--- config.mk ---
export PLATFORM = sky130hd
export DESIGN_NAME = amrf_control
export DESIGN_NICKNAME = d
export VERILOG_FILES = /design/src/hdl/amrf_control.v
export VERILOG_INCLUDE_DIRS = /design/src /design/src/hdl
export SDC_FILE = /design/constraint.sdc
export NUM_CORES = 1
export LEC_CHECK = 0
export BUFFER_PORTS_ARGS = -buffer_cell sky130_fd_sc_hd__buf_2
export CAP_MARGIN = 0
export CORE_AREA = 10 10 89 169
export CTS_CLUSTER_SIZE = 28
export DETAILED_ROUTE_END_ITERATION = 12
export DIE_AREA = 0 0 99 179
export GPL_TIMING_DRIVEN = 0
export PLACE_DENSITY = 0.8
export SETUP_SLACK_MARGIN = 0.1
export SLEW_MARGIN = 20
export SYNTH_ARGS = -nofsm -noshare
export SYNTH_HDL_FRONTEND = slang
export SYNTH_SLANG_ARGS = --single-unit
--- constraint.sdc ---
create_clock -name clock -period 7.3 [get_ports clock]
set_clock_uncertainty 0.05 [all_clocks]
set_input_delay 1.46 -clock clock [delete_from_list [all_inputs] [get_ports clock]]
set_output_delay 1.46 -clock clock [all_outputs]
set_load 0.02 [all_outputs]
--- src/hdl/amrf_defs.vh ---
// constants for the accelerometer mode, rate and filter control bank
`ifndef AMRF_DEFS_VH
`define AMRF_DEFS_VH

// register locations on the host port
`define AMRF_ADDR_POWER_RATE_AXIS  7'h20
`define AMRF_ADDR_FILTER_REBOOT    7'h21
`define AMRF_ADDR_FILTER_ZERO      7'h25
`define AMRF_ADDR_REFERENCE        7'h26

// reset values
`define AMRF_RST_POWER_RATE_AXIS   8'h07
`define AMRF_RST_FILTER_REBOOT     7'h00
`define AMRF_RST_REFERENCE         8'h00

// power_rate_axis_control fields
`define AMRF_PM_HI                 7
`define AMRF_PM_LO                 5
`define AMRF_DR_HI                 4
`define AMRF_DR_LO                 3
`define AMRF_AXIS_HI               2

// filter_reboot_control fields
`define AMRF_BOOT_BIT              7
`define AMRF_HPM_HI                6
`define AMRF_HPM_LO                5
`define AMRF_FDS_BIT               4
`define AMRF_HIGHPASS_IRQ2_ON_BIT             3
`define AMRF_HIGHPASS_IRQ1_ON_BIT             2
`define AMRF_HPCF_HI               1

// power mode codes and the high-pass reference mode code
`define AMRF_PM_DOWN               3'h0
`define AMRF_PM_NORMAL             3'h1
`define AMRF_PM_LP_MAX             3'h6
`define AMRF_HPM_REFERENCE         2'h1

// timing: all sample rates derive from one base tick
`define AMRF_CLOCK_HZ              200000000
`define AMRF_BASE_HZ               2000
`define AMRF_BASE_DIV              (`AMRF_CLOCK_HZ / `AMRF_BASE_HZ)

// trim copy length in bytes
`define AMRF_TRIM_WORDS            16
`define AMRF_TRIM_LAST             4'hf

`endif

--- src/hdl/amrf_control.v ---
// mode, output rate, high-pass filter and reboot control register bank
`timescale 1ns/100ps
`include "amrf_defs.vh"

module amrf_control #(
  parameter BASE_DIV = `AMRF_BASE_DIV
) (
  // clock and reset
  input  wire       clock,
  input  wire       rstn,
  // register port from the serial host interface
  input  wire [6:0] reg_addr,
  input  wire       reg_wr,
  input  wire       reg_rd,
  input  wire [7:0] reg_wdata,
  output reg  [7:0] reg_rdata,
  output reg        reg_rvalid,
  // non-volatile trim memory
  output reg        nvm_rd,
  output reg  [3:0] nvm_addr,
  input  wire [7:0] nvm_data,
  // trim register load
  output reg        trim_we,
  output reg  [3:0] trim_addr,
  output reg  [7:0] trim_data,
  output reg        boot_busy,
  // power and rate control
  output reg        power_down,
  output reg        normal_mode,
  output reg        low_power,
  output reg  [2:0] axis_enable,
  output reg        sample_tick,
  output reg [13:0] output_rate,
  output reg  [1:0] resolution_sel,
  output reg  [9:0] lowpass_cutoff_hz,
  // high-pass filter control
  output reg        hp_ref_mode,
  output reg  [6:0] highpass_coeff,
  output reg [14:0] hp_cutoff_mhz,
  output reg        filtered_output_sel,
  output reg        highpass_irq1_on,
  output reg        highpass_irq2_on,
  output reg        hp_filter_active,
  output reg        filter_zero,
  output reg  [7:0] reference_value
);

  localparam [2:0] S_IDLE  = 3'b001;
  localparam [2:0] S_READ  = 3'b010;
  localparam [2:0] S_WRITE = 3'b100;
  localparam [16:0] BASE_LAST = BASE_DIV[16:0] - 17'h0_0001;
  reg  [7:0] power_rate_axis_control;
  reg  [6:0] filter_reboot_control;
  reg  [7:0] reference;
  reg  [2:0] boot_state;
  reg  [3:0] boot_idx;
  reg        boot_phase;
  reg [16:0] base_cnt;
  reg        base_tick;
  reg [11:0] sample_cnt;
  wire [2:0] power_mode_sel;
  wire [1:0] rate_sel;
  wire [1:0] highpass_mode_sel;
  wire [1:0] highpass_cutoff_sel;
  wire       wr_ctrl1;
  wire       wr_ctrl2;
  wire       boot_req;
  wire [11:0] period;
  wire [25:0] rate_word;
  assign power_mode_sel = power_rate_axis_control[`AMRF_PM_HI:`AMRF_PM_LO];
  assign rate_sel = power_rate_axis_control[`AMRF_DR_HI:`AMRF_DR_LO];
  assign highpass_mode_sel = filter_reboot_control[`AMRF_HPM_HI:`AMRF_HPM_LO];
  assign highpass_cutoff_sel = filter_reboot_control[`AMRF_HPCF_HI:0];
  assign wr_ctrl1 = reg_wr && (reg_addr == `AMRF_ADDR_POWER_RATE_AXIS);
  assign wr_ctrl2 = reg_wr && (reg_addr == `AMRF_ADDR_FILTER_REBOOT);
  assign boot_req = wr_ctrl2 && reg_wdata[`AMRF_BOOT_BIT];
  assign rate_word = rate_info(power_mode_sel, rate_sel);
  assign period = rate_word[25:14];

  // sample period in base ticks over rate in tenths of a hertz;
  // one table keeps the two views of a mode from drifting apart
  function [25:0] rate_info;
    input [2:0] pm;
    input [1:0] dr;
    begin
      case (pm)
        3'h1:
          case (dr)
            2'h0: rate_info = {12'd40, 14'd500};
            2'h1: rate_info = {12'd20, 14'd1000};
            2'h2: rate_info = {12'd5, 14'd4000};
            default: rate_info = {12'd2, 14'd10000};
          endcase
        3'h2: rate_info = {12'd4000, 14'd5};
        3'h3: rate_info = {12'd2000, 14'd10};
        3'h4: rate_info = {12'd1000, 14'd20};
        3'h5: rate_info = {12'd400, 14'd50};
        3'h6: rate_info = {12'd200, 14'd100};
        default: rate_info = {12'd0, 14'd0};
      endcase
    end
  endfunction

  function [9:0] lowpass_hz;
    input [1:0] dr;
    begin
      case (dr)
        2'h0: lowpass_hz = 10'd37;
        2'h1: lowpass_hz = 10'd74;
        2'h2: lowpass_hz = 10'd292;
        default: lowpass_hz = 10'd780;
      endcase
    end
  endfunction
  // cut-off at coefficient 8 per rate, halved for each coefficient step
  function [14:0] hp_cutoff;
    input [1:0] dr;
    input [1:0] cf;
    reg   [14:0] top;
    begin
      top = 15'd1000;
      case (dr)
        2'h0: top = 15'd1000;
        2'h1: top = 15'd2000;
        2'h2: top = 15'd8000;
        default: top = 15'd20000;
      endcase
      hp_cutoff = top >> cf;
    end
  endfunction

  // register writes; reboot bit is held by the copy engine, not stored
  always @(posedge clock or negedge rstn)
  begin
    if (!rstn)
    begin
      power_rate_axis_control <= `AMRF_RST_POWER_RATE_AXIS;
      filter_reboot_control <= `AMRF_RST_FILTER_REBOOT;
      reference <= `AMRF_RST_REFERENCE;
    end
    else
    begin
      if (wr_ctrl1)
        power_rate_axis_control <= reg_wdata;
      if (wr_ctrl2)
        filter_reboot_control <= reg_wdata[6:0];
      if (reg_wr && (reg_addr == `AMRF_ADDR_REFERENCE))
        reference <= reg_wdata;
    end
  end

  // register reads; the filter-zero location reads as zero
  always @(posedge clock or negedge rstn)
  begin
    if (!rstn)
    begin
      reg_rdata <= 8'h00;
      reg_rvalid <= 1'b0;
      filter_zero <= 1'b0;
    end
    else
    begin
      reg_rvalid <= reg_rd;
      filter_zero <= reg_rd && (reg_addr == `AMRF_ADDR_FILTER_ZERO);
      if (reg_rd)
      begin
        if (reg_addr == `AMRF_ADDR_POWER_RATE_AXIS)
          reg_rdata <= power_rate_axis_control;
        else if (reg_addr == `AMRF_ADDR_FILTER_REBOOT)
          reg_rdata <= {boot_state != S_IDLE, filter_reboot_control};
        else if (reg_addr == `AMRF_ADDR_REFERENCE)
          reg_rdata <= reference;
        else
          reg_rdata <= 8'h00;
      end
    end
  end

  // trim copy engine: starts on its own out of reset
  always @(posedge clock or negedge rstn)
  begin
    if (!rstn)
    begin
      boot_state <= S_READ;
      boot_idx <= 4'h0;
      boot_phase <= 1'b0;
      nvm_rd <= 1'b0;
      nvm_addr <= 4'h0;
      trim_we <= 1'b0;
      trim_addr <= 4'h0;
      trim_data <= 8'h00;
      boot_busy <= 1'b0;
    end
    else
    begin
      nvm_rd <= 1'b0;
      trim_we <= 1'b0;
      boot_busy <= (boot_state != S_IDLE);
      case (boot_state)
        S_IDLE:
          if (boot_req)
          begin
            boot_idx <= 4'h0;
            boot_state <= S_READ;
          end
        S_READ:
        begin
          // one idle cycle lets the memory answer the registered request
          if (!boot_phase)
          begin
            nvm_rd <= 1'b1;
            nvm_addr <= boot_idx;
            boot_phase <= 1'b1;
          end
          else
          begin
            boot_phase <= 1'b0;
            boot_state <= S_WRITE;
          end
        end
        S_WRITE:
        begin
          trim_we <= 1'b1;
          trim_addr <= boot_idx;
          trim_data <= nvm_data;
          if (boot_idx == `AMRF_TRIM_LAST)
          begin
            boot_idx <= 4'h0;
            // a new request on the last byte restarts instead of ending
            boot_state <= boot_req ? S_READ : S_IDLE;
          end
          else
          begin
            boot_idx <= boot_idx + 4'h1;
            boot_state <= S_READ;
          end
        end
        default:
          boot_state <= S_IDLE;
      endcase
    end
  end

  // base tick divider and sample rate counter
  always @(posedge clock or negedge rstn)
  begin
    if (!rstn)
    begin
      base_cnt <= 17'h0_0000;
      base_tick <= 1'b0;
      sample_cnt <= 12'h000;
      sample_tick <= 1'b0;
    end
    else
    begin
      base_tick <= (base_cnt == BASE_LAST);
      if (base_cnt == BASE_LAST)
        base_cnt <= 17'h0_0000;
      else
        base_cnt <= base_cnt + 17'h0_0001;
      sample_tick <= 1'b0;
      if (period == 12'h000)
        sample_cnt <= 12'h000;
      else if (base_tick)
      begin
        // shrinking the period mid-count wraps on the next base tick, never overruns
        if (sample_cnt >= period - 12'h001)
        begin
          sample_cnt <= 12'h000;
          sample_tick <= 1'b1;
        end
        else
          sample_cnt <= sample_cnt + 12'h001;
      end
    end
  end

  // decoded control outputs, one cycle behind the registers
  always @(posedge clock or negedge rstn)
  begin
    if (!rstn)
    begin
      power_down <= 1'b1;
      normal_mode <= 1'b0;
      low_power <= 1'b0;
      axis_enable <= 3'h7;
      output_rate <= 14'h0000;
      resolution_sel <= 2'h0;
      lowpass_cutoff_hz <= 10'd37;
      hp_ref_mode <= 1'b0;
      highpass_coeff <= 7'd8;
      hp_cutoff_mhz <= 15'd1000;
      filtered_output_sel <= 1'b0;
      highpass_irq1_on <= 1'b0;
      highpass_irq2_on <= 1'b0;
      hp_filter_active <= 1'b0;
      reference_value <= 8'h00;
    end
    else
    begin
      power_down <= (power_mode_sel == `AMRF_PM_DOWN);
      normal_mode <= (power_mode_sel == `AMRF_PM_NORMAL);
      low_power <= (power_mode_sel > `AMRF_PM_NORMAL) &&
                   (power_mode_sel <= `AMRF_PM_LP_MAX);
      axis_enable <= power_rate_axis_control[`AMRF_AXIS_HI:0];
      output_rate <= rate_word[13:0];
      resolution_sel <= rate_sel;
      lowpass_cutoff_hz <= lowpass_hz(rate_sel);
      hp_ref_mode <= (highpass_mode_sel == `AMRF_HPM_REFERENCE);
      highpass_coeff <= 7'd8 << highpass_cutoff_sel;
      hp_cutoff_mhz <= hp_cutoff(rate_sel, highpass_cutoff_sel);
      filtered_output_sel <= filter_reboot_control[`AMRF_FDS_BIT];
      highpass_irq1_on <= filter_reboot_control[`AMRF_HIGHPASS_IRQ1_ON_BIT];
      highpass_irq2_on <= filter_reboot_control[`AMRF_HIGHPASS_IRQ2_ON_BIT];
      hp_filter_active <= filter_reboot_control[`AMRF_FDS_BIT] |
                          filter_reboot_control[`AMRF_HIGHPASS_IRQ1_ON_BIT] |
                          filter_reboot_control[`AMRF_HIGHPASS_IRQ2_ON_BIT];
      reference_value <= reference;
    end
  end

endmodule

==> summary.md, run 1 <==
| Metric | Value |
|---|---|
| Final total negative setup slack | 0 ns |
| Final hold slack | 0.323 ns |
| Met1 routing resource usage after global routing | 21.4% |
| Syn. warnings | 0 |
| Number of hold buffers added after cts | 0 |
| Final Slew Violations | 0 |
| Critical path start-end classification | flip-flop to flip-flop |
| Insertion delay to the later sink of the worst-skew pair | 0.41 ns |
| Vias in the first global route | 5,201 |
| Total clock buffers created by CTS | 17 |
| Share of post-route cells with drive strength above 1 | 29.1% |
| Max-cap violations | 0 |
| Pwr/cell area | 256 mW/mm² |
| Post-synthesis cell count | 619 |
| Global-route wire length before repair | 25.6 mm |
| P&R area growth vs syn | 22.1% |
| Worst Max-Slew Pin Slew | 0.654 ns |
| Die span in x | 99 µm |
| Most frequent CP cell | ha_1 |
| Buffers inserted during post-CTS setup optimization | 0 |
| Final setup violating endpoints | 0 |
| Clock root buffer | clkbuf_16 |
| Stage delay of the slowest cell on the critical path | 0.47 ns |
| Layer with the highest usage | met2 |
| Top flip-flop cell by instance count after synthesis | dfrtp_1 |
| Maximum buffer depth of the clock tree | 2 |
| CTS HTree Levels | 4 |
| Switch Pwr | 0.527 mW |
| HPWL after detailed placement | 11.0 mm |
| Total wire length | 15.2 mm |
| Number of ports placed on the die boundary | 124 |
| Vias per Instance | 5.45 |
| Gp weighted congestion | 0.928 |
| Combined area of the multi-input logic cells | 0.00262 mm² |
| Type of destination of the critical path | flip-flop |
| Antenna violations before repair | 1 |
| Worst hold path class | flip-flop to flip-flop |
| Internal power | 1.55 mW |
| Fraction of power consumed by combinational cells | 11.5% |
| Met3 usage in global routing | 6.33% |
| Length in cells of the worst reg-to-reg path | 15 |
| Gates resized, CTS repair | 0 |
| R2R Path Start | power_rate_axis_control[3]$_DFFE_PN0P_ |
| Port Buffers | 117 |
| Seq cells post-synth | 150 |
| Worst Hold Path Cells | 0 |
| Clock-pin slew on the worst setup and hold paths | 0.06 ns |
| Outcome | finished, final reports clean |
| CP Cell Sequence | ha_1 -> clkbuf_1 -> nand2_1 -> ha_1 -> nor2b_1 -> or3_1 -> o21ai_0 -> a22oi_1 -> ha_1 -> a21oi_1 -> o21ai_0 -> a21oi_1 -> clkbuf_1 -> nand3_1 -> mux2i_1 |
| Slowest stage cell on the critical path | dfrtp_1 |
| Area of the core | 0.0124 mm² |
| Via count | 5,040 |
| Number of enable flip-flop cells after synthesis | 0 |
| Starting density of the core | 53.6% |
| Number of fill cells | 931 |
| Cell variety after synth | 55 |
| Pin count of the biggest net entering global routing | 97 |
| Register area | 0.00378 mm² |
| 1st-pass router iterations | 5 |
| Share of power burned in registers | 43.8% |
| Worst reg2reg setup slack | 3.23 ns |
| Cell Area, Synth | 0.00665 mm² |
| Die outline height | 179 µm |
| Post-DR wirelength/cell | 16.5 µm |
| Global Route Usage Sum | 17.5% |
| Final-stage net count | 812 |
| Period utilisation layout | 55.7% |
| Fraction of power consumed by the clock network | 44.7% |
| Diodes inserted | 0 |
| Fraction of power spent switching nets | 25.4% |
| Max-Slew Margin vs Limit | 56.0% |
| Endpoint of the worst register-to-register path | sample_cnt[9]$_DFFE_PN0P_ |
| End point of the critical path | sample_cnt[9]$_DFFE_PN0P_ |
| Worst path required time | 7.58 ns |
| Cell Rows | 58 |
| Arrival time at the worst endpoint | 4.35 ns |
| Clock tree from TritonCTS | built |
| Mean cell area of the mapped netlist | 10.7 µm² |
| Remaining antenna violation count | 0 |
| Area enclosed by the die boundary | 0.0177 mm² |
| Setup repair after global routing missed its margin | false |
| Fraction of the yosys area taken by sequential cells | 56.8% |
| Max Fanout on Critical Path | 10 |
| Max Clock Freq | 246 MHz |
| Violation count after the first detailed-route iteration | 280 |
| Minimum clock period | 4.07 ns |
| Post-synthesis async set-or-reset flop share | 100% |
| Setup crit start | power_rate_axis_control[3]$_DFFE_PN0P_ |
| Max rail drop VDD | 0.248 mV |
| Hold violation count in the final report | 0 |
| Remaining Overflow, GRT | 0 |
| Pleak | 4.06 nW |
| Sort of element at the start of the critical path | flip-flop |
| Met2 Track Usage GR | 27.8% |
| Number of sinks on the clock net | 150 |
| Final routed DRC violation total | 0 |
cells by family after synthesis:
family,after synthesis,synth area share [%]
AND/OR/NAND/NOR,239,18.0
AO/OA/AOI/OAI,100,8.77
flip-flops,150,56.8
XOR/XNOR,20,2.64
buffers and inverters,54,3.99
multiplexers,31,5.20
adder cells (fa/ha/maj),24,4.52
other,1,0.0564
Yosys cell counts, types with 2 or more instances:
| cell | number | area share [%] |
|---|---|---|
| or3_1 | 5 | 0.47 |
| or2_2 | 2 | 0.19 |
| buf_1 | 3 | 0.17 |
| a22oi_1 | 2 | 0.23 |
| a31oi_1 | 2 | 0.19 |
| nor2_1 | 47 | 2.7 |
| xnor2_1 | 9 | 1.2 |
| o21ai_0 | 27 | 2.0 |
| mux2i_1 | 3 | 0.45 |
| nand3_1 | 28 | 2.1 |
| and3_1 | 13 | 1.2 |
| nor2b_1 | 11 | 1.0 |
| a22o_1 | 2 | 0.26 |
| and2_1 | 5 | 0.47 |
| and4_1 | 2 | 0.26 |
| mux2_2 | 28 | 4.7 |
| nand4_2 | 2 | 0.38 |
| o31ai_1 | 3 | 0.34 |
| buf_2 | 5 | 0.38 |
| buf_6 | 2 | 0.34 |
| ha_1 | 24 | 4.5 |
| or3b_2 | 2 | 0.26 |
| buf_4 | 11 | 1.2 |
| xor2_1 | 11 | 1.4 |
| nor3b_1 | 2 | 0.23 |
| clkbuf_1 | 17 | 0.96 |
| nand4b_1 | 3 | 0.40 |
| nor3_1 | 9 | 0.68 |
| nand4_1 | 11 | 1.0 |
| inv_1 | 16 | 0.90 |
| o211ai_1 | 8 | 0.90 |
| nand2_1 | 85 | 4.8 |
| dfrtp_1 | 132 | 50 |
| nand2b_1 | 4 | 0.38 |
| a21oi_1 | 46 | 3.5 |
| dfstp_2 | 18 | 7.1 |
layout make-up:
cell class	instances	area share [%]
buffer	38	2.53
clock buffer	19	5.46
clock inverter	13	2.39
inverter	16	0.740
multi-input combinational	420	32.3
sequential	150	46.5
tap	150	2.31
timing repair buffer	118	7.68
how the worst min path moves through the flow:
stage / startpoint / to / slack [ns]
6_report: power_rate_axis_control[1]$_DFFE_PN1P_ / axis_enable[1]$_DFF_PN1_ / 0.32
5_1_grt: power_rate_axis_control[0]$_DFFE_PN1P_ / axis_enable[0]$_DFF_PN1_ / 0.33
4_1_cts: power_rate_axis_control[0]$_DFFE_PN1P_ / axis_enable[0]$_DFF_PN1_ / 0.33
3_5_place_dp: power_rate_axis_control[1]$_DFFE_PN1P_ / axis_enable[1]$_DFF_PN1_ / 0.32
3_3_place_gp: power_rate_axis_control[1]$_DFFE_PN1P_ / axis_enable[1]$_DFF_PN1_ / 0.31
2_1_floorplan: power_rate_axis_control[0]$_DFFE_PN1P_ / axis_enable[0]$_DFF_PN1_ / 0.31
sequential cells by signal, indices dropped and copies added (netlist names), 8 cells and up:
name and flops:
output_rate 13, hp_cutoff_mhz 15, power_rate_axis_control 8, trim_data 8, reference 8, sample_cnt 12
base_cnt 17, reference_value 8, reg_rdata 8
metal layers:
layer,vias to the layer above,part of all wire [%],wire length [µm]
met3,19,8.4,1280
met4,0,1.5,229
li1,2403,-,-
met2,179,49,7410
met5,-,0,0
met1,2439,41,6290
cells in the final DEF (no fill, tap or decap), types with 3 or more instances in the layout:
master and count:
mux2i_1 3, inv_6 3, nand2b_1 4, nand4_1 11, inv_1 16, mux2_2 28
and2_1 5, conb_1 6, clkinvlp_4 4, clkbuf_16 17, nor2b_1 11, buf_4 11
ha_1 24, xnor2_1 9, clkbuf_1 18, a21oi_1 46, nand3_1 28, xor2_1 11
or3_1 5, nor3_1 9, o31ai_1 3, nor2_1 47, buf_1 3, o211ai_1 8
buf_2 121, o21ai_0 27, dfrtp_1 132, nand2_1 85, and3_1 13, bufinv_16 4
dfstp_2 18, nand4b_1 3
power groups by stage:
stage	clock network, mW	registers, mW	logic, mW
after detailed placement	0	0.923	0.240
after global routing	0.977	0.913	0.265
final	0.928	0.909	0.240
after CTS	0.941	0.909	0.242
after floorplan	0	0.963	0.101
after global placement	0	0.921	0.232
through the flow:
| stage | total power, mW | utilization (%) | area (µm²) | setup WS, ns | std cells |
|---|---|---|---|---|---|
| floorplan | 1.06 | - | 6670 | 3.99 | 624 |
| global placement | 1.15 | 59.9 | 7440 | 2.75 | 891 |
| detailed placement | 1.16 | 60.2 | 7480 | 3.35 | 892 |
| CTS | 2.09 | 65.4 | 8110 | 3.29 | 924 |
| global route | 2.15 | 65.4 | 8110 | 2.89 | 924 |
| finish | 2.08 | 65.4 | 8110 | 3.23 | 924 |
worst max-delay path, delay by kind of cell (launching register included):
family          cells  cell delay [ns]
simple gates        4             0.84
fa+ha+maj           3             0.93
mux                 1             0.16
buf+inv             2             0.83
compound gates      5             0.70
flops               1             0.47
Power figures use the tool's default switching activity.
==> inputs of run 2 (changes only) <==
Clock period 7.3 ns to 4.05 ns, I/O delays scaled along.
==> summary.md, run 2 (synthesis gave the netlist of run 1 again) <==
| Metric | Value |
|---|---|
| Vias in the first global route | 5,203 (+0.038%) |
| Largest registers | base_cnt: 17 flops, hp_cutoff_mhz: 15 flops, output_rate: 13 flops |
| Endpoint of the worst register-to-register path | sample_cnt[1]$_DFFE_PN0P_ |
| Number of fill cells | 926 (-0.54%) |
| Global Route Usage Sum | 17.5% (+0.024 points) |
| Commonest cells after routing, fill and taps aside | 132 x dfrtp_1, 121 x buf_2, 83 x nand2_1, 46 x nor2_1, 45 x a21oi_1 |
| Max-Slew Margin vs Limit | 57.5% (+1.5 points) |
| Maximum buffer depth of the clock tree | 2 (unchanged) |
| Clock tree from TritonCTS | built |
| Die outline height | 179 µm (unchanged) |
| Clock-pin slew on the worst setup and hold paths | 0.06 ns (about the same) |
| Critical path start-end classification | flip-flop to flip-flop |
| Gp weighted congestion | 0.928 (unchanged) |
| Max rail drop VDD | 0.448 mV (+80%) |
| Most common library cell in the layout ignoring fill and taps | dfrtp_1 |
| Number of flip-flops in the largest register | 17 (unchanged) |
| R2R Path Start | power_rate_axis_control[3]$_DFFE_PN0P_ |
| Amount of wire on met2 after detailed routing | 7.39 mm (-0.20%) |
| Number of ports placed on the die boundary | 124 (unchanged) |
| Via count | 5,068 (+0.56%) |
| Max Clock Freq | 272 MHz (+11%) |
| Sort of element at the start of the critical path | flip-flop |
| Met3 wire len | 1.32 mm (+3.0%) |
| Length in cells of the worst reg-to-reg path | 11 (-4) |
| Starting density of the core | 53.6% (unchanged) |
| Post-DR wirelength/cell | 16.6 µm (+0.63%) |
| Area enclosed by the die boundary | 0.0177 mm² (unchanged) |
| Die span in x | 99 µm (unchanged) |
| Worst reg2reg setup slack | 0.37 ns (-2.86 ns) |
| Setup repair after global routing missed its margin | false |
| Final routed DRC violation total | 0 (unchanged) |
| Pleak | 4.08 nW (+0.48%) |
| Clock root buffer | clkbuf_16 |
| Worst setup slack after layout | 0.370 ns (-2.86 ns) |
| Vias per Instance | 5.48 (+0.56%) |
| Share of post-route cells with drive strength above 1 | 30.1% (+1.0 points) |
| HPWL after detailed placement | 11.0 mm (unchanged) |
| Final setup violating endpoints | 0 (unchanged) |
| Setup crit start | power_rate_axis_control[3]$_DFFE_PN0P_ |
| Port Buffers | 117 (unchanged) |
| Number of sinks on the clock net | 150 (unchanged) |
| Diodes inserted | 0 (unchanged) |
| Outcome | finished, final reports clean |
| CTS HTree Levels | 4 (unchanged) |
| Max Fanout on Critical Path | 10 (unchanged) |
| Register with the highest flop count | base_cnt |
| 1st-pass router iterations | 4 (-1) |
| Global-route wire length before repair | 25.6 mm (+0.14%) |
| Worst hold path class | input port to async pin |
| Total wire length | 15.3 mm (+0.63%) |
| Violation count after the first detailed-route iteration | 263 (-6.1%) |
| Cell Rows | 58 (unchanged) |
| Type of destination of the critical path | flip-flop |
| Insertion delay to the later sink of the worst-skew pair | 0.41 ns (about the same) |
| Hold violation count in the final report | 0 (unchanged) |
| Arrival time at the worst endpoint | 3.93 ns (-0.42 ns) |
| Remaining antenna violation count | 0 (unchanged) |
| Pin count of the biggest net entering global routing | 97 (unchanged) |
| Worst Setup Slack post-DPL | 0.0951 ns (-3.25 ns) |
| Top layer reached by signal wires | met4 |
| Final Slew Violations | 0 (unchanged) |
| Area of the core | 0.0124 mm² (unchanged) |
| Total clock buffers created by CTS | 17 (unchanged) |
| Final total negative setup slack | 0 ns (unchanged) |
| P&R area growth vs syn | 22.4% |
| Minimum clock period | 3.68 ns (-0.389 ns) |
| Pwr/cell area | 461 mW/mm² (+80%) |
| Max-cap violations | 0 (unchanged) |
| Antenna violations before repair | 1 (unchanged) |
| Final-stage net count | 812 (unchanged) |
| Wl on met1 | 6.36 mm (+1.0%) |
| Worst path required time | 4.30 ns (-3.28 ns) |
| Worst Max-Slew Pin Slew | 0.633 ns (-0.0216 ns) |
| Remaining Overflow, GRT | 0 (unchanged) |
| Period utilisation layout | 90.9% (+35 points) |
[run 2: changes by cell type in the layout (fill, tap and decap cells not counted), moves of 2 or more]
cell,previous run,this run
clkbuf_1,18,16
clkbuf_2,0,2
nand2_1,85,83
nand2_2,0,2
[run 2: metrics by stage]
stage	total power, mW	hold WS [ns]	utilization (%)	area, µm²	std cells
floorplan	1.92	0.309	-	6670	624
global placement	2.08	0.315	59.9	7440	891
detailed placement	2.10	0.316	60.2	7480	892
CTS	3.77	0.256	65.4	8110	924
global route	3.89	0.267	65.6	8140	924
finish	3.75	0.252	65.6	8140	924
[run 2: metal layers]
| layer | vias up | global-route usage, % |
|---|---|---|
| li1 | 2406 | - |
| met1 | 2451 | 21.4 |
| met2 | 193 | 27.7 |
| met3 | 18 | 6.37 |
| met4 | 0 | 6.24 |
| met5 | - | 0 |
[run 2: final cells by class]
| cell class | instances | area (µm²) | share of cell area (%) |
|---|---|---|---|
| Sequential cell | 150 | 3780 | 46.4 |
| Multi-Input combinational cell | 420 | 2650 | 32.5 |
| Timing Repair Buffer | 118 | 623 | 7.66 |
| Clock buffer | 19 | 443 | 5.44 |
| Buffer | 38 | 208 | 2.55 |
| Clock inverter | 13 | 194 | 2.38 |
| Tap cell | 150 | 188 | 2.31 |
| Inverter | 16 | 60.1 | 0.738 |
[run 2: critical path, cell delays in order, from the launching register on]
cell     delay, ns
dfrtp_1       0.47
inv_1         0.14
ha_1          0.41
o31ai_1       0.61
nor4b_1       0.30
o21ai_0       0.17
ha_1          0.31
and4_1        0.27
nor4b_4       0.30
a21oi_2       0.12
buf_6         0.16
a32o_1        0.25
[run 2: worst max-delay path by stage]
stage,slack (ns),to,depth (start not counted)
after floorplan,0.74,sample_cnt[1]$_DFFE_PN0P_,14
after global placement,0.12,sample_cnt[9]$_DFFE_PN0P_,15
after detailed placement,0.1,sample_cnt[9]$_DFFE_PN0P_,15
after CTS,0.20,sample_cnt[9]$_DFFE_PN0P_,17
after global routing,0.13,sample_cnt[11]$_DFFE_PN0P_,15
final,0.37,sample_cnt[1]$_DFFE_PN0P_,11
[run 2: what timing repair did]
item,CTS,global route
endpoints found under the setup margin,10,13
hold buffers,0,0
gates resized for setup,1,9
setup buffers,0,0
[run 2: report_power, final]
group          internal, mW  total, mW  switching, mW  leakage (nW)
clock                  1.06       1.68          0.623         0.297
combinational         0.144      0.437          0.293          1.86
sequential             1.60       1.64         0.0421          1.93
total                  2.80       3.75          0.958          4.08
==> inputs of run 3 (changes only) <==
Settings changed: CELL_PAD_IN_SITES_DETAIL_PLACEMENT set to 2, CELL_PAD_IN_SITES_GLOBAL_PLACEMENT set to 2, CORE_AREA 10 10 89 169 to 10 10 109 208, DIE_AREA 0 0 99 179 to 0 0 119 218, GPL_TIMING_DRIVEN 0 to unset.
==> summary.md, run 3 (synthesis gave the netlist of run 1 again) <==
| Metric | Value |
|---|---|
| Max rail drop VDD | 0.217 mV (-51%) |
| Total wire length | 21.4 mm (+40%) |
| Max Clock Freq | 275 MHz (+1.3%) |
| Gates resized, CTS repair | 0 (-1) |
| Largest registers | base_cnt: 17 flops, hp_cutoff_mhz: 15 flops, output_rate: 13 flops |
| Share of power burned in registers | 46.4% (+2.8 points) |
| Cell Rows | 72 (+24%) |
| Die outline height | 218 µm (+22%) |
| Commonest cells after routing, fill and taps aside | 132 x dfrtp_1, 116 x buf_2, 85 x nand2_1, 46 x a21oi_1, 46 x nor2_1 |
| Number of ports placed on the die boundary | 124 (unchanged) |
| Arrival time at the worst endpoint | 3.88 ns (-0.05 ns) |
| Critical path start-end classification | flip-flop to flip-flop |
| Slowest stage cell on the critical path | dfrtp_1 |
| Port Buffers | 117 (unchanged) |
| Type of destination of the critical path | flip-flop |
| Die span in x | 119 µm (+20%) |
| CP top delay family | simple AND/OR/NAND/NOR gates |
| Max-Slew Margin vs Limit | 41.5% (-16 points) |
| Minimum clock period | 3.63 ns (-0.0460 ns) |
| Period utilisation layout | 89.7% (-1.1 points) |
| HPWL after detailed placement | 15.9 mm (+44%) |
| Pleak | 3.94 nW (-3.5%) |
| Number of buffers and inverters on the critical path | 1 (-1) |
| Final total negative setup slack | 0 ns (unchanged) |
| Area enclosed by the die boundary | 0.0259 mm² (+46%) |
| Worst path required time | 4.30 ns (about the same) |
| Number of flip-flops in the largest register | 17 (unchanged) |
| Number of fill cells | 2,094 (+130%) |
| Gp weighted congestion | 0.865 (-6.8%) |
| Buffers inserted during post-CTS setup optimization | 0 (unchanged) |
| 1st-pass router iterations | 4 (unchanged) |
| Outcome | finished, final reports clean |
| Vias in the first global route | 5,977 (+15%) |
| Hold violation count in the final report | 0 (unchanged) |
| Vias per Instance | 5.09 (-7.2%) |
| Remaining Overflow, GRT | 0 (unchanged) |
| Fraction of power consumed by combinational cells | 12.3% (+0.6 points) |
| Worst Max-Slew Pin Slew | 0.874 ns (+0.241 ns) |
| Clock-pin slew on the worst setup and hold paths | 0.06 ns (about the same) |
| Final setup violating endpoints | 0 (unchanged) |
| Final-stage net count | 781 (-3.8%) |
| Violation count after the first detailed-route iteration | 159 (-40%) |
| Pin count of the biggest net entering global routing | 84 (-13%) |
| Instance count after placement with tap cells included | 970 (+8.7%) |
| Global Route Usage Sum | 16.7% (-0.77 points) |
| CP Cell Sequence | inv_1 -> ha_1 -> nand2_1 -> ha_1 -> nor2b_1 -> or3_1 -> o21ai_0 -> a22oi_1 -> ha_1 -> nand2_1 -> nor4b_4 -> a21oi_1 -> nand2_1 -> o211ai_1 |
| Post-DR wirelength/cell | 21.3 µm (+29%) |
| Number of sinks on the clock net | 150 (unchanged) |
| Wl on met1 | 7.46 mm (+17%) |
| Worst hold path class | input port to async pin |
| Starting density of the core | 34.5% (-19 points) |
| Clock root buffer | clkbuf_16 |
| Share of post-route cells with drive strength above 1 | 28.8% (-1.3 points) |
| Register with the highest flop count | base_cnt |
| Internal power | 2.55 mW (-8.8%) |
| Clock tree from TritonCTS | built |
| Max-cap violations | 0 (unchanged) |
| Switch Pwr | 0.998 mW (+4.2%) |
| Total clock buffers created by CTS | 17 (unchanged) |
| Fraction of power spent switching nets | 28.1% (+2.6 points) |
| Worst Setup Slack post-DPL | 0.348 ns (+0.253 ns) |
| P&R area growth vs syn | 20.6% |
| CTS HTree Levels | 4 (unchanged) |
| Filler-free cell count of the finished design | 1,004 (+8.7%) |
| Remaining antenna violation count | 0 (unchanged) |
| Insertion delay to the later sink of the worst-skew pair | 0.43 ns (+0.02 ns) |
| Via count | 5,109 (+0.81%) |
| Setup repair after global routing missed its margin | false |
| Worst setup slack after layout | 0.416 ns (+0.0460 ns) |
| Stage delay of the slowest cell on the critical path | 0.46 ns (-0.15 ns) |
| Area of the core | 0.0193 mm² (+55%) |
| Sort of element at the start of the critical path | flip-flop |
| Top layer reached by signal wires | met4 |
| Maximum buffer depth of the clock tree | 2 (unchanged) |
| Fraction of power consumed by the clock network | 41.2% (-3.5 points) |
| Final routed DRC violation total | 0 (unchanged) |
| Number of hold buffers added after cts | 0 (unchanged) |
| Amount of wire on met2 after detailed routing | 12.5 mm (+69%) |
| Pwr/cell area | 443 mW/mm² (-4.0%) |
| Total power after layout | 3.55 mW (-5.5%) |
| Antenna violations before repair | 2 (+1) |
| Max Fanout on Critical Path | 7 (-3) |
| Met3 wire len | 722 µm (-45%) |
| Global-route wire length before repair | 34.2 mm (+34%) |
| Most common library cell in the layout ignoring fill and taps | dfrtp_1 |
| Final Slew Violations | 0 (unchanged) |
==> run 3: changes by cell type in the layout (fill, tap and decap cells not counted), sizes merged <==
cell    before  now
clkbuf      36   23
diode        0    2
bufinv       4    0
buf        139  125
==> run 3: final timing paths <==
kind                                              to  depth (start not counted)                                   start  slack (ns)
max                        sample_cnt[7]$_DFFE_PN0P_                         14  power_rate_axis_control[3]$_DFFE_PN0P_        0.42
min                        sample_cnt[3]$_DFFE_PN0P_                          1                                    rstn        0.33
max reg2reg                sample_cnt[7]$_DFFE_PN0P_                         14  power_rate_axis_control[3]$_DFFE_PN0P_        0.42
min reg2reg                 axis_enable[0]$_DFF_PN1_                          0  power_rate_axis_control[0]$_DFFE_PN1P_        0.33
max in group asynchronous  boot_state[1]$_DFFE_PN1P_                          2                                    rstn        2.69
min in group clock          axis_enable[0]$_DFF_PN1_                          0  power_rate_axis_control[0]$_DFFE_PN1P_        0.33
==> run 3: final cells by class <==
type                            instances  area [µm²]  area share, %
Sequential cell                       150        3780           47.1
Inverter                               16        60.1          0.749
Timing Repair Buffer                  125         664           8.29
Clock inverter                          9        70.1          0.874
Clock buffer                           23         468           5.84
Multi-Input combinational cell        420        2650           33.0
Antenna cell                            2        5.00         0.0624
Tap cell                              259         324           4.04
==> run 3: per-stage QoR <==
| step | area (µm²) | hold WS, ns | utilization [%] |
|---|---|---|---|
| 2_1_floorplan | 6670 | 0.309 | - |
| 3_3_place_gp | 7450 | 0.315 | 38.6 |
| 3_5_place_dp | 7450 | 0.322 | 38.6 |
| 4_1_cts | 7990 | 0.331 | 41.4 |
| 5_1_grt | 8020 | 0.335 | 41.6 |
| 6_report | 8020 | 0.328 | 41.6 |
==> run 3: power by group through the flow <==
stage	Clock [mW]	Sequential [mW]	Combinational [mW]
6_report	1.46	1.65	0.438
2_1_floorplan	0	1.74	0.182
5_1_grt	1.56	1.66	0.482
3_5_place_dp	0	1.67	0.443
4_1_cts	1.49	1.65	0.448
3_3_place_gp	0	1.67	0.422
==> run 3: layer usage <==
layer | global-route usage, % | up-vias
met5 | 0 | -
met4 | 8.39 | 0
met3 | 3.71 | 38
met2 | 32.3 | 111
met1 | 16.0 | 2630
li1 | - | 2330
==> run 3: worst reg2reg max path, stage by stage (launching register included) <==
cell and delay, ns:
dfrtp_1 0.46, inv_1 0.17, ha_1 0.30, nand2_1 0.16, ha_1 0.33, nor2b_1 0.20
or3_1 0.36, o21ai_0 0.09, a22oi_1 0.12, ha_1 0.29, nand2_1 0.10, nor4b_4 0.34
a21oi_1 0.12, nand2_1 0.27, o211ai_1 0.15
